[src/core/mdsup_map.svh]
`ifndef MDSUP_MAP_SVH
`define MDSUP_MAP_SVH

// Register byte offsets
`define MDS_REG_CTRL      12'h000
`define MDS_REG_STATUS    12'h004
`define MDS_REG_SPEED     12'h008
`define MDS_REG_DRIVE     12'h00c
`define MDS_REG_SAMPLE    12'h010
`define MDS_REG_FAULT     12'h014

// Control register fields
`define MDS_CTRL_STEP_LSB 0
`define MDS_CTRL_STEP_W   8
`define MDS_CTRL_RST      8'h10

// Status register fields
`define MDS_ST_STATE_LSB  0
`define MDS_ST_FLED_BIT   4
`define MDS_ST_SLED_BIT   5
`define MDS_ST_SWITCH_BIT 6
`define MDS_ST_ARM_BIT    7
`define MDS_ST_POL_BIT    8

// Fault codes
`define MDS_FAULT_NONE    4'h0
`define MDS_FAULT_OVERCUR 4'h1
`define MDS_FAULT_UCODE   4'h2
`define MDS_FAULT_OPCODE  4'h3
`define MDS_FAULT_MISC    4'h4

// Coprocessor channels tied to events
`define MDS_CH_OC_INPUT   4'h4
`define MDS_CH_PWM_MASTER 4'h7

// Init sequence steps
`define MDS_INIT_STEPS    3'h6
`define MDS_STEP_POL      3'h3

`define MDS_SPEED_RST     16'h0000

`endif

[src/core/mdsup_pkg.sv]
package mdsup_pkg;

    typedef enum logic [2:0] {
        MDS_INIT,
        MDS_STOP,
        MDS_ENABLE,
        MDS_RUN,
        MDS_DISABLE,
        MDS_MFAULT,
        MDS_GFAULT
    } mdsup_state_t;

    typedef struct packed {
        logic ucodeExc;
        logic badOpcode;
        logic miscCheck;
    } mdsup_gex_t;

    typedef struct packed {
        logic req;
        logic on;
    } mdsup_pwm_cmd_t;

    typedef struct packed {
        logic done;
        logic ok;
    } mdsup_pwm_rsp_t;

endpackage

[src/core/mdsup_top.sv]
`timescale 1ns/1ps
`include "mdsup_map.svh"

module mdsup_top
    import mdsup_pkg::*;
(
    input  wire logic           clk,
    input  wire logic           srst,
    // APB slave
    input  wire logic           psel,
    input  wire logic           penable,
    input  wire logic           pwrite,
    input  wire logic [11:0]    paddr,
    input  wire logic [31:0]    pwdata,
    output logic                pready,
    output logic [31:0]         prdata,
    output logic                pslverr,
    // Board controls
    input  wire logic           tick,
    input  wire logic           onOffSwitch,
    input  wire logic           buttonUp,
    input  wire logic           buttonDown,
    output logic                faultLed,
    output logic                statusLed,
    // Coprocessor events
    input  wire logic           ocEvt,
    input  wire mdsup_gex_t     gex,
    input  wire logic           pwmPeriodEvt,
    input  wire logic           serialDoneEvt,
    input  wire logic [31:0]    driveData,
    // Coprocessor commands
    output mdsup_pwm_cmd_t      pwmCmd,
    input  wire mdsup_pwm_rsp_t pwmRsp,
    output logic                faultArmRise,
    output logic [15:0]         speedDemand,
    output logic                initStepReq,
    output logic [2:0]          initStep,
    input  wire logic           initStepAck,
    output logic                sampleTrigPolHigh,
    output logic                queueCopyReq,
    output logic                adcRearmReq
);
    mdsup_state_t   state_q, state_d;
    mdsup_pwm_cmd_t pwmCmd_q;
    logic           switch_q, faultLed_q, statusLed_q, arm_q, pol_q;
    logic [15:0]    speed_q;
    logic [7:0]     step_q;
    logic [31:0]    drive_q, sample_q, prdata_q;
    logic           pready_q, pslverr_q, copy_q, rearm_q, initStart_q;
    logic           gexHit, seqDone, seqReq;
    logic [2:0]     seqIdx;
    logic [3:0]     faultCode;

    function automatic logic [15:0] sat_step(input logic [15:0] v, input logic [7:0] s,
                                             input logic up);
        logic [16:0] t;
        t = up ? {1'b0, v} + {9'h000, s} : {1'b0, v} - {9'h000, s};
        if (t[16])
            sat_step = up ? 16'hffff : 16'h0000;
        else
            sat_step = t[15:0];
    endfunction

    mdsup_fault_cap u_fault (
        .clk         (clk),
        .srst        (srst),
        .ocEvt       (ocEvt),
        .gex         (gex),
        .gexHit      (gexHit),
        .faultCode_q (faultCode)
    );

    mdsup_init_seq u_init (
        .clk       (clk),
        .srst      (srst),
        .start     (initStart_q),
        .stepAck   (initStepAck),
        .stepReq_q (seqReq),
        .stepIdx_q (seqIdx),
        .done_q    (seqDone)
    );

    // Over-current arrives on the coprocessor input channel 4 event line
    wire ocHit      = ocEvt & ~gexHit;
    wire swOn       = tick ? onOffSwitch : switch_q;
    wire inEnable   = state_q == MDS_ENABLE;
    wire inDisable  = state_q == MDS_DISABLE;
    // A late answer to a fault's off command must not count as enable success
    wire pwmOkDone  = pwmRsp.done & pwmRsp.ok & pwmCmd_q.req & (pwmCmd_q.on == inEnable);
    wire clearSpeed = gexHit | ocHit | inEnable | inDisable;

    // Next state; faults preempt everything else
    always_comb
    begin
        state_d = state_q;
        if (gexHit)
            state_d = MDS_GFAULT;
        else if (ocHit)
            state_d = MDS_MFAULT;
        else
        begin
            unique case (state_q)
                MDS_INIT:
                    if (seqDone)
                        state_d = onOffSwitch ? MDS_MFAULT : MDS_STOP;
                MDS_STOP:
                    if (tick && swOn)
                        state_d = MDS_ENABLE;
                MDS_ENABLE:
                    if (pwmOkDone)
                        state_d = MDS_RUN;
                MDS_RUN:
                    if (tick && !swOn)
                        state_d = MDS_DISABLE;
                MDS_DISABLE:
                    if (pwmOkDone)
                        state_d = MDS_STOP;
                MDS_MFAULT:
                    if (tick && !swOn)
                        state_d = MDS_STOP;
                MDS_GFAULT:
                    if (tick && !swOn)
                        state_d = MDS_INIT;
                default:
                    state_d = MDS_INIT;
            endcase
        end
    end

    always_ff @(posedge clk)
    begin
        if (srst)
            state_q <= MDS_INIT;
        else
            state_q <= state_d;
    end

    // Kick the init sequence on reset release and on each return to init
    always_ff @(posedge clk)
    begin
        if (srst)
            initStart_q <= 1'b1;
        else
            initStart_q <= state_q == MDS_GFAULT && state_d == MDS_INIT;
    end

    always_ff @(posedge clk)
    begin
        if (srst)
            switch_q <= 1'b0;
        else if (tick)
            switch_q <= onOffSwitch;
    end

    // PWM command: one request per attempt, retried while the state stays put
    wire pwmIssue = (inEnable | inDisable) & ~pwmCmd_q.req & ~pwmRsp.done;
    always_ff @(posedge clk)
    begin
        if (srst)
            pwmCmd_q <= '0;
        else if (gexHit || ocHit)
            pwmCmd_q <= '{req: 1'b1, on: 1'b0};
        else if (pwmIssue && !(gexHit || ocHit))
            pwmCmd_q <= '{req: 1'b1, on: inEnable};
        else if (pwmRsp.done)
            pwmCmd_q.req <= 1'b0;
    end

    always_ff @(posedge clk)
    begin
        if (srst)
            arm_q <= 1'b0;
        else if (inEnable && pwmOkDone && !gexHit && !ocEvt)
            arm_q <= 1'b1;
        else if (state_q == MDS_STOP || state_q == MDS_INIT)
            arm_q <= 1'b0;
    end

    // Fault LED stays lit until the motor fault is cleared
    always_ff @(posedge clk)
    begin
        if (srst)
            faultLed_q <= 1'b0;
        else if (ocHit)
            faultLed_q <= 1'b1;
        else if (state_q == MDS_MFAULT && state_d == MDS_STOP)
            faultLed_q <= 1'b0;
    end

    // Status LED: solid in run, blinks per tick in a fault state
    always_ff @(posedge clk)
    begin
        if (srst)
            statusLed_q <= 1'b0;
        else if (tick)
            statusLed_q <= state_q == MDS_RUN ||
                           ((state_q == MDS_MFAULT || state_q == MDS_GFAULT) && !statusLed_q);
    end

    wire apbWr = psel & penable & pwrite;
    wire apbRd = psel & penable & ~pwrite;
    wire hitCtrl   = paddr == `MDS_REG_CTRL;
    wire hitStatus = paddr == `MDS_REG_STATUS;
    wire hitSpeed  = paddr == `MDS_REG_SPEED;
    wire hitDrive  = paddr == `MDS_REG_DRIVE;
    wire hitSample = paddr == `MDS_REG_SAMPLE;
    wire hitFault  = paddr == `MDS_REG_FAULT;
    wire hitAny    = hitCtrl | hitStatus | hitSpeed | hitDrive | hitSample | hitFault;

    // Demand: software writes only count in run; buttons act once per tick
    always_ff @(posedge clk)
    begin
        if (srst)
            speed_q <= `MDS_SPEED_RST;
        else if (clearSpeed)
            speed_q <= `MDS_SPEED_RST;
        else if (state_q == MDS_RUN && apbWr && hitSpeed && !pready_q)
            speed_q <= pwdata[15:0];
        else if (state_q == MDS_RUN && tick && buttonUp != buttonDown)
            speed_q <= sat_step(speed_q, step_q, buttonUp);
    end

    always_ff @(posedge clk)
    begin
        if (srst)
            step_q <= `MDS_CTRL_RST;
        else if (apbWr && hitCtrl && !pready_q)
            step_q <= pwdata[`MDS_CTRL_STEP_LSB +: `MDS_CTRL_STEP_W];
    end

    always_ff @(posedge clk)
    begin
        if (srst)
            drive_q <= 32'h0000_0000;
        else if (tick)
            drive_q <= driveData;
    end

    // Snapshot at PWM-period resolution on the channel 7 event
    always_ff @(posedge clk)
    begin
        if (srst)
            sample_q <= 32'h0000_0000;
        else if (pwmPeriodEvt)
            sample_q <= {drive_q[15:0], speed_q};
    end

    always_ff @(posedge clk)
    begin
        if (srst)
            pol_q <= 1'b0;
        else if (initStart_q)
            pol_q <= 1'b0;
        else if (seqReq && initStepAck && seqIdx == `MDS_STEP_POL)
            pol_q <= 1'b1;
    end

    always_ff @(posedge clk)
    begin
        if (srst)
        begin
            copy_q  <= 1'b0;
            rearm_q <= 1'b0;
        end
        else
        begin
            copy_q  <= serialDoneEvt;
            rearm_q <= copy_q;
        end
    end

    wire [31:0] statusWord = {23'h000000, pol_q, arm_q, switch_q, statusLed_q, faultLed_q,
                              1'b0, state_q};
    wire [31:0] rdMux = hitCtrl   ? {24'h000000, step_q} :
                        hitStatus ? statusWord :
                        hitSpeed  ? {16'h0000, speed_q} :
                        hitDrive  ? drive_q :
                        hitSample ? sample_q :
                        hitFault  ? {28'h0000000, faultCode} : 32'h0000_0000;

    // One wait state: pready rises in the second access cycle
    always_ff @(posedge clk)
    begin
        if (srst)
        begin
            pready_q  <= 1'b0;
            pslverr_q <= 1'b0;
            prdata_q  <= 32'h0000_0000;
        end
        else
        begin
            pready_q  <= psel & penable & ~pready_q;
            pslverr_q <= psel & penable & ~pready_q & ~hitAny;
            prdata_q  <= (apbRd && !pready_q) ? rdMux : 32'h0000_0000;
        end
    end

    assign pready            = pready_q;
    assign pslverr           = pslverr_q;
    assign prdata            = prdata_q;
    assign faultLed          = faultLed_q;
    assign statusLed         = statusLed_q;
    assign pwmCmd            = pwmCmd_q;
    assign faultArmRise      = arm_q;
    assign speedDemand       = speed_q;
    assign initStepReq       = seqReq;
    assign initStep          = seqIdx;
    assign sampleTrigPolHigh = pol_q;
    assign queueCopyReq      = copy_q;
    assign adcRearmReq       = rearm_q;

    a_oc_to_mfault: assert property (@(posedge clk) disable iff (srst)
        ocEvt && !gexHit |=> state_q == MDS_MFAULT && faultLed_q)
        else $error("over-current did not reach motor fault");
    a_gex_to_gfault: assert property (@(posedge clk) disable iff (srst)
        gexHit |=> state_q == MDS_GFAULT && speed_q == 16'h0000)
        else $error("global exception did not reach global fault");
    a_no_direct_link: assert property (@(posedge clk) disable iff (srst)
        state_q == MDS_STOP |=> state_q != MDS_RUN)
        else $error("stop went straight to run");
    a_gfault_exit: assert property (@(posedge clk) disable iff (srst)
        state_q == MDS_GFAULT && $changed(state_q) == 1'b0 ##1 state_q != MDS_GFAULT
        |-> state_q inside {MDS_INIT, MDS_MFAULT})
        else $error("global fault left to a wrong state");
    a_enable_ok: assert property (@(posedge clk) disable iff (srst)
        inEnable && pwmOkDone && !gexHit && !ocEvt |=> state_q == MDS_RUN && arm_q)
        else $error("enable success not followed by run");
    a_disable_hold: assert property (@(posedge clk) disable iff (srst)
        inDisable && !pwmRsp.done && !gexHit && !ocEvt |=> inDisable)
        else $error("disable left without PWM answer");
    a_init_end: assert property (@(posedge clk) disable iff (srst)
        state_q == MDS_INIT && seqDone && !gexHit && !ocEvt
        |=> state_q == ($past(onOffSwitch) ? MDS_MFAULT : MDS_STOP))
        else $error("init exit ignored the switch");
    a_serial_rearm: assert property (@(posedge clk) disable iff (srst)
        serialDoneEvt |=> queueCopyReq ##1 adcRearmReq)
        else $error("serial done not copied and rearmed");
    a_mfault_exit: assert property (@(posedge clk) disable iff (srst)
        state_q == MDS_MFAULT && !tick && !gexHit && !ocEvt |=> state_q == MDS_MFAULT)
        else $error("motor fault left between ticks");
endmodule

[src/core/mdsup_fault_cap.sv]
`timescale 1ns/1ps
`include "mdsup_map.svh"

module mdsup_fault_cap
    import mdsup_pkg::*;
(
    input  wire logic       clk,
    input  wire logic       srst,
    input  wire logic       ocEvt,
    input  wire mdsup_gex_t gex,
    output logic            gexHit,
    output logic [3:0]      faultCode_q
);
    logic [3:0] gexCode;

    assign gexHit  = gex.ucodeExc | gex.badOpcode | gex.miscCheck;
    assign gexCode = gex.ucodeExc  ? `MDS_FAULT_UCODE :
                     gex.badOpcode ? `MDS_FAULT_OPCODE : `MDS_FAULT_MISC;

    always_ff @(posedge clk)
    begin
        if (srst)
            faultCode_q <= `MDS_FAULT_NONE;
        else if (gexHit)
            faultCode_q <= gexCode;
        else if (ocEvt)
            faultCode_q <= `MDS_FAULT_OVERCUR;
    end

    a_code_priority: assert property (@(posedge clk) disable iff (srst)
        gexHit && ocEvt |=> faultCode_q != `MDS_FAULT_OVERCUR)
        else $error("over-current code beat a global exception");
endmodule

[src/core/mdsup_init_seq.sv]
`timescale 1ns/1ps
`include "mdsup_map.svh"

module mdsup_init_seq (
    input  wire logic       clk,
    input  wire logic       srst,
    input  wire logic       start,
    input  wire logic       stepAck,
    output logic            stepReq_q,
    output logic [2:0]      stepIdx_q,
    output logic            done_q
);
    // Steps are issued one at a time; the far side acknowledges each
    always_ff @(posedge clk)
    begin
        if (srst)
        begin
            stepReq_q <= 1'b0;
            stepIdx_q <= 3'h0;
            done_q    <= 1'b0;
        end
        else
        begin
            done_q <= 1'b0;
            if (start)
            begin
                stepReq_q <= 1'b1;
                stepIdx_q <= 3'h0;
            end
            else if (stepReq_q && stepAck)
            begin
                if (stepIdx_q == `MDS_INIT_STEPS - 3'h1)
                begin
                    stepReq_q <= 1'b0;
                    done_q    <= 1'b1;
                end
                else
                    stepIdx_q <= stepIdx_q + 3'h1;
            end
        end
    end

    a_steps_in_order: assert property (@(posedge clk) disable iff (srst)
        stepReq_q && stepAck && !start && stepIdx_q != `MDS_INIT_STEPS - 3'h1
        |=> stepIdx_q == $past(stepIdx_q) + 3'h1)
        else $error("init step skipped or repeated");
endmodule

[config.mk]
export PLATFORM = sky130hd
export DESIGN_NAME = mdsup_top
export DESIGN_NICKNAME = d
export VERILOG_FILES = /design/src/core/mdsup_pkg.sv /design/src/core/mdsup_top.sv /design/src/core/mdsup_fault_cap.sv /design/src/core/mdsup_init_seq.sv
export VERILOG_INCLUDE_DIRS = /design/src /design/src/core
export SDC_FILE = /design/constraint.sdc
export NUM_CORES = 1
export LEC_CHECK = 0
export ABC_CLOCK_PERIOD_IN_PS = 4460
export BUFFER_PORTS_ARGS = -buffer_cell sky130_fd_sc_hd__buf_2
export CAP_MARGIN = 20
export CELL_PAD_IN_SITES_DETAIL_PLACEMENT = 0
export CELL_PAD_IN_SITES_GLOBAL_PLACEMENT = 1
export CORE_MARGIN = 2
export CORE_UTILIZATION = 40
export CTS_CLUSTER_SIZE = 40
export DETAILED_ROUTE_END_ITERATION = 16
export MAX_ROUTING_LAYER = met4
export PLACE_DENSITY = 0.77
export SETUP_SLACK_MARGIN = 0.15
export SLEW_MARGIN = 20
export SYNTH_ARGS = -nofsm -noshare
export SYNTH_HDL_FRONTEND = slang
export SYNTH_SLANG_ARGS = --single-unit
[constraint.sdc]
create_clock -name clk -period 4.46 [get_ports clk]
set_input_delay 0 -clock clk [delete_from_list [all_inputs] [get_ports clk]]
set_output_delay 0 -clock clk [all_outputs]
set_load 0.02 [all_outputs]
==> flow_metrics.tcl, run 1 <==
set metrics [dict create \
    status "finished, final reports clean" \
    critPathLaunchType "flop" \
    postRouteAntennaNets 0 \
    grt_max_degree 96 \
    synthArstFlopShare_pct 0 \
    dp_hpwl_um 13600 \
    gr-usage-all-layers_pct 22.9 \
    initial_core_util_pct 41.0 \
    utilization_pct 53.4 \
    synth_area_per_cell_um2 8.70 \
    grt_pass1_wl_um 31600 \
    via_per_inst 5.26 \
    firstDrtPassIters 5 \
    hold_path_class "input pin to flop" \
    cts.htree.levels 4 \
    crit_path_top_delay_cell "dfxtp_1" \
    grt_pass1_vias 5978 \
    yosysTopAreaCellShare_pct 42.0 \
    dpl_worst_slack_ns 0.380 \
    yosysWarnings 0 \
    wl_per_cell_um 16.5 \
    critPathCaptureType "flop" \
    finalSetupViolations 0 \
    cts_setup_buffers 0 \
    clock-sinks 143 \
    ys_types 60 \
    ioPinCount 156 \
    p_per_area_nw_per_um2 338 \
    relSlewSlack_pct 31.2 \
    antenna_found_initial 0 \
    seq_area_frac_synth_pct 42.0 \
    synth_top_flop_cell "dfxtp_1" \
    tritoncts "built" \
    cp_cell_sequence "nor3_1 > nand2b_1 > nor4_4 > ha_1 > mux2_2 > ha_1 > or2_2 > nor4_1 > a22o_1 > a2111oi_0 > nor3_1 > o211ai_1 > nand4b_1 > nor4bb_1 > o21ai_0" \
    via_count 6301 \
    synth_area_um2 6820 \
    clk_latency_ns 0.43 \
    syn_nets 898 \
    placed_area_um2 7680 \
    clockRootBuffer "clkbuf_16" \
    fin_tns_setup_ns 0 \
    cellLeakagePower_nw 3.85 \
    crit_type "flop to flop" \
    multi_input_area_um2 3710 \
    fillers 1592 \
    ir_drop_uv 303 \
    synthesis.instances 784 \
    finalWirelength_um 19700 \
    max_slew.worst_pin.slew_ns 1.03 \
    core_area_um2 16600 \
    final-hold-violation-count 0 \
    synth_edf_count 0 \
    worstPathMaxFanout 5 \
    yosys.area.top_type "dfxtp_1" \
    cp_slowest_stage_delay_ns 0.35 \
    syn2layout_area_growth_pct 30.4 \
    synth.area.top_cells "dfxtp_1 42%, mux2i_1 11%, nor2_1 8.1%, a21oi_1 4.2%, a22oi_1 4.0%" \
    n_antenna_cell 0 \
    gp_congestion 0.888 \
    min_period_ns 3.87 \
    nets 1078 \
    fin_area_um2 8890 \
    r2r_slack_ns 0.59 \
    seq_area_um2 2860 \
    chipHeight_um 135 \
    fin_ws_ns 0.587 \
    clk_path_buf_depth 2 \
    drive_above_1_share_pct 20.6 \
    cap_violations 0 \
    die-area_um2 18100 \
    worstPathRequired_ns 4.76 \
    rsz0062_at_grt "false" \
    port_buffers 139 \
    max_freq_mhz 258 \
    clkTransAtPathRegs_ns 0.07 \
    slew_viol_final 0 \
    skew_ns 0.00658 \
    ys_seq_elements 143 \
    die_w_um 135 \
    rows 47 \
    finalCritPeriodShare_pct 86.8 \
    drc 0 \
    drt-initial-drc-count 406 \
    grt_overflow 0 \
    cts_buffers 17 \
    worstPathArrival_ns 4.17 \
]
## registers in the layout (all words and copies together) (netlist names), 2 cells and up
signal,count
drive_q,32
prdata,32
sample_q,32
speedDemand,16
step_q,8
state_q,3
u_fault.faultCode_q,3
u_init.stepIdx_q,3
pwmCmd,2
## final timing paths
kind | to | depth (start not counted) | start
setup / recovery | speedDemand[15] | 15 | step_q[0]
hold reg to reg | adcRearmReq | 1 | queueCopyReq
hold / removal | pslverr | 3 | paddr[4]
setup reg to reg | speedDemand[15] | 15 | step_q[0]
## routing by layer
metal,up-vias,routed length (µm),global-route usage [%]
li1,3170,-,-
met1,2925,9650,30.7
met2,184,8750,35.5
met3,22,1030,4.35
met4,0,289,6.37
met5,-,0,-
## critical path: cells and delay by family, from the launching register on
| family | cells | cell delay [ns] |
|---|---|---|
| simple gates | 8 | 1.97 |
| flops | 1 | 0.35 |
| mux | 1 | 0.26 |
| fa+ha+maj | 2 | 0.50 |
| compound gates | 4 | 0.67 |
## cells in the final DEF (no fill, tap or decap), types with 7 or more instances in the layout
| master | netlist | routed |
|---|---|---|
| a21oi_1 | 57 | 57 |
| a22oi_1 | 36 | 36 |
| a31oi_1 | 8 | 8 |
| and3_1 | 16 | 16 |
| buf_2 | 5 | 139 |
| buf_4 | 1 | 12 |
| clkbuf_16 | 0 | 17 |
| dfxtp_1 | 143 | 143 |
| dlygate4sd3_1 | 0 | 60 |
| ha_1 | 19 | 19 |
| inv_1 | 16 | 16 |
| mux2i_1 | 75 | 75 |
| nand2_1 | 28 | 28 |
| nand3_1 | 11 | 11 |
| nor2_1 | 148 | 148 |
| nor3_1 | 22 | 21 |
| nor4_1 | 11 | 10 |
| o21a_1 | 7 | 7 |
| o21ai_0 | 25 | 25 |
| o22ai_1 | 10 | 10 |
| xnor2_1 | 12 | 12 |
| xor2_1 | 8 | 8 |
## timing repair
item,4_1_cts,5_1_grt
gates resized for setup,0,2
endpoints found under the hold margin,69,0
hold buffers,60,0
endpoints found under the setup margin,0,7
## per-stage QoR
stage	instances	hold slack (ns)	power, W
after global placement	1105	0.208	0.00156
after floorplan	784	0.0781	0.00148
after global routing	1197	0.0244	0.00311
after detailed placement	1105	0.228	0.00157
after CTS	1197	0.00108	0.00302
final	1197	0.0236	0.00300
## power by group
group	internal, W	switching [W]
registers	0.00131	0.0000257
logic	0.000121	0.000125
clock network	0.000805	0.000619
## layout make-up
cell class              instances  area share [%]
clock buffers                  18            4.94
clock inverters                14            1.68
well taps                     220            3.10
inverters                      17           0.718
flip-flops and latches        143            32.2
multi-input cells             574            41.8
repair buffers                211            15.6
## synthesized netlist by cell type (3+ instances only)
cell and number:
a2111oi_0 3, a211oi_1 5, a21o_1 6, a21oi_1 57, a222oi_1 4, a22o_1 4, a22oi_1 36, a31oi_1 8
and2_1 3, and3_1 16, buf_1 12, buf_2 5, clkbuf_1 31, dfxtp_1 143, ha_1 19, inv_1 16
mux2i_1 75, nand2_1 28, nand2b_1 3, nand3_1 11, nor2_1 148, nor2b_1 6, nor3_1 22, nor3b_1 4
nor4_1 11, nor4b_1 4, o211ai_1 3, o21a_1 7, o21ai_0 25, o22ai_1 10, or2_2 3, xnor2_1 12
xor2_1 8
## cell families (layout without fill, tap and decap cells)
logic type | after synthesis | in the layout | share of synthesized area, %
multiplexers | 77 | 77 | 11.3
AND/OR/NAND/NOR | 274 | 274 | 18.9
buffers and inverters | 67 | 260 | 3.95
XOR/XNOR | 21 | 21 | 2.81
adder cells (fa/ha/maj) | 22 | 22 | 4.07
flip-flops | 143 | 143 | 42.0
AO/OA/AOI/OAI | 180 | 180 | 16.9
No activity file was read; power rests on OpenSTA's default activity.
==> inputs of run 2 (changes only) <==
--- a/config.mk
+++ b/config.mk
@@ -6,13 +6,14 @@
 export SDC_FILE = /design/constraint.sdc
 export NUM_CORES = 1
 export LEC_CHECK = 0
+export ABC_AREA = 1
 export ABC_CLOCK_PERIOD_IN_PS = 4460
 export BUFFER_PORTS_ARGS = -buffer_cell sky130_fd_sc_hd__buf_2
 export CAP_MARGIN = 20
 export CELL_PAD_IN_SITES_DETAIL_PLACEMENT = 0
 export CELL_PAD_IN_SITES_GLOBAL_PLACEMENT = 1
 export CORE_MARGIN = 2
-export CORE_UTILIZATION = 40
+export CORE_UTILIZATION = 39
 export CTS_CLUSTER_SIZE = 40
 export DETAILED_ROUTE_END_ITERATION = 16
 export MAX_ROUTING_LAYER = met4
==> run 2 against run 1 <==
  * Count of clock-buffer cells in the layout is the same
  * Critical path depth grew 4
  * Combinational power grew 5%
  * Wire length grew 6.6%
  * Worst setup slack gained 0.26 ns
  * Synthesized area grew 4.3%
  * Worst hold slack lost 0.0024 ns
  * Final area grew 3.2%
  * Register-to-register slack gained 0.26 ns
  * Synthesized cell count grew 27%
  * Non-clock buffer count shrank 4
==> flow_metrics.tcl, run 2 <==
set metrics [dict create \
    status "finished, final reports clean" \
    cp_top_family "simple AND/OR/NAND/NOR gates" \
    slew_viol_final 0 \
    grt_pass1_vias 6723 \
    cts.htree.levels 4 \
    antenna_found_initial 0 \
    utilization_pct 51.2 \
    max_freq_mhz 277 \
    pwr-share-seq_pct 44.4 \
    ys_types 47 \
    clock-sinks 143 \
    dp_hpwl_um 14800 \
    die_w_um 139 \
    cpMostUsedCell "nand2_1" \
    finalCritPeriodShare_pct 81.0 \
    synth_area_per_cell_um2 7.13 \
    final_cell_mix "174 x nand2_1, 143 x dfxtp_1, 139 x buf_2, 132 x o21ai_0, 128 x inv_1" \
    drt-initial-drc-count 385 \
    p_int_w 0.00224 \
    cp_slowest_stage_delay_ns 0.44 \
    hold_path_class "input pin to flop" \
    yosys.area.top_type "dfxtp_1" \
    synth_area_um2 7110 \
    via_per_inst 4.93 \
    port_buffers 139 \
    ioPinCount 156 \
    rows 49 \
    seq_area_frac_synth_pct 40.2 \
    gr-usage-all-layers_pct 22.3 \
    fillers 1847 \
    max_slew.worst_pin.slew_ns 0.983 \
    syn2layout_area_growth_pct 28.9 \
    postRouteAntennaNets 0 \
    tritoncts "built" \
    p_per_area_nw_per_um2 330 \
    clk_latency_ns 0.42 \
    worstPathArrival_ns 3.88 \
    cts_buffers 17 \
    critPathCaptureType "flop" \
    chipHeight_um 139 \
    power.total_w 0.00303 \
    die-area_um2 19300 \
    post-place-cells 1330 \
    synth_edf_count 0 \
    nets 1299 \
    gp_congestion 0.899 \
    ys_seq_elements 143 \
    fin_ws_ns 0.848 \
    ir_drop_uv 290 \
    synth_top_cells_by_count "174 x nand2_1, 143 x dfxtp_1, 132 x o21ai_0" \
    synth.area.top_cells "dfxtp_1 40%, o21ai_0 9.3%, nand2_1 9.2%, inv_1 6.8%, nor2_1 6.5%" \
    clk_path_buf_depth 2 \
    finalSetupViolations 0 \
    p_clk_share_pct 47.0 \
    crit_path_top_delay_cell "nand2_1" \
    yosysTopAreaCellShare_pct 40.2 \
    final_common_cell "nand2_1" \
    instances_no_fill 1427 \
    skew_ns 0.0126 \
    n_antenna_cell 0 \
    cellLeakagePower_nw 4.22 \
    rsz0062_at_grt "false" \
    cap_violations 0 \
    p_sw_w 0.000787 \
    syn_nets 1112 \
    final-hold-violation-count 0 \
    finalWirelength_um 21000 \
    power_frac_comb_pct 8.5 \
    cts_setup_buffers 0 \
    synthArstFlopShare_pct 0 \
    yosysWarnings 0 \
    grt_pass1_wl_um 33700 \
    cp_cell_sequence "nor3_1 > nand2_1 > nor2_1 > inv_1 > nor3_1 > ha_1 > nand2_1 > o21ai_0 > ha_1 > inv_1 > o21bai_1 > a21oi_1 > nand2_1 > nand3_2 > nand3_2 > nand2_1 > nand2_1 > nand2_1 > a21oi_2" \
    critPathLaunchType "flop" \
    swShare_pct 26.0 \
    relSlewSlack_pct 34.3 \
    cp_num_buf_inv 2 \
    initial_core_util_pct 39.7 \
    worstPathRequired_ns 4.73 \
    fin_tns_setup_ns 0 \
    firstDrtPassIters 5 \
    yosysMostFrequentCell "nand2_1" \
    drc 0 \
    clockRootBuffer "clkbuf_16" \
    dpl_worst_slack_ns 0.930 \
    crit_type "flop to flop" \
    synthesis.instances 998 \
    drive_above_1_share_pct 19.0 \
    grt_max_degree 77 \
    synth_top_flop_cell "dfxtp_1" \
    grt_overflow 0 \
    via_count 7035 \
    worstPathMaxFanout 12 \
    min_period_ns 3.61 \
    wl_per_cell_um 14.7 \
    core_area_um2 17900 \
    clkTransAtPathRegs_ns 0.07 \
]
==> run 2: final cells by class <==
type                            instances  area (µm²)  area share (%)
Clock inverter                         14         149            1.62
Inverter                              135         509            5.55
Tap cell                              229         287            3.13
Clock buffer                           18         439            4.79
Timing Repair Buffer                  207        1370            14.9
Multi-Input combinational cell        681        3550            38.8
Sequential cell                       143        2860            31.2
==> run 2: repair_timing <==
| item | in CTS | in global routing |
|---|---|---|
| hold buffers | 65 | 0 |
| endpoints found under the hold margin | 71 | 0 |
| endpoints found under the setup margin | 0 | 0 |
| resized for setup | 0 | 0 |
==> run 2: final timing paths <==
kind,start,to,slack (ns),depth (start not counted)
worst max-delay path,step_q[0],speedDemand[7],0.85,19
worst min-delay path,pwmRsp[0],faultArmRise,0.02,5
worst max register to register,step_q[0],speedDemand[7],0.85,19
worst min register to register,queueCopyReq,adcRearmReq,0.42,2
==> run 2: cells by family after synthesis <==
family                     after synthesis  share of synthesized area (%)
buffers and inverters                  174                           9.80
AOI/OAI and AO/OA                      263                           20.7
adders and majority gates               20                           3.62
xor gates and xnor gates                17                           2.09
DFF                                    143                           40.2
and+or+nand+nor                        381                           23.6
==> run 2: through the flow <==
step | hold WS, ns | instance area (µm²)
2_1_floorplan | 0.0834 | 7110
3_3_place_gp | 0.204 | 7930
3_5_place_dp | 0.215 | 7930
4_1_cts | 0.0138 | 9170
5_1_grt | 0.0663 | 9170
6_report | 0.0212 | 9170
==> run 2: worst reg2reg max path: cells and delay by family (launching register included) <==
kind / cells / cell delay, ns
AO/OA/AOI/OAI: 4 / 0.32
adder cells (fa/ha/maj): 2 / 0.68
buffers and inverters: 2 / 0.16
flip-flops: 1 / 0.34
AND/OR/NAND/NOR: 11 / 1.96
==> run 2: power by group through the flow <==
| stage | Clock (W) | Sequential, W | Combinational, W |
|---|---|---|---|
| 2_1_floorplan | 0 | 0.00137 | 0.000135 |
| 3_3_place_gp | 0 | 0.00137 | 0.000213 |
| 3_5_place_dp | 0 | 0.00137 | 0.000215 |
| 4_1_cts | 0.00145 | 0.00134 | 0.000258 |
| 5_1_grt | 0.00150 | 0.00135 | 0.000292 |
| 6_report | 0.00142 | 0.00134 | 0.000258 |
==> run 2: routing by layer <==
layer	vias to the layer above	track usage (%)	routed length, µm
met5	-	-	0
met1	3200	29.0	10000
met3	22	4.35	952
li1	3633	-	-
met2	180	36.0	9790
met4	0	5.58	259
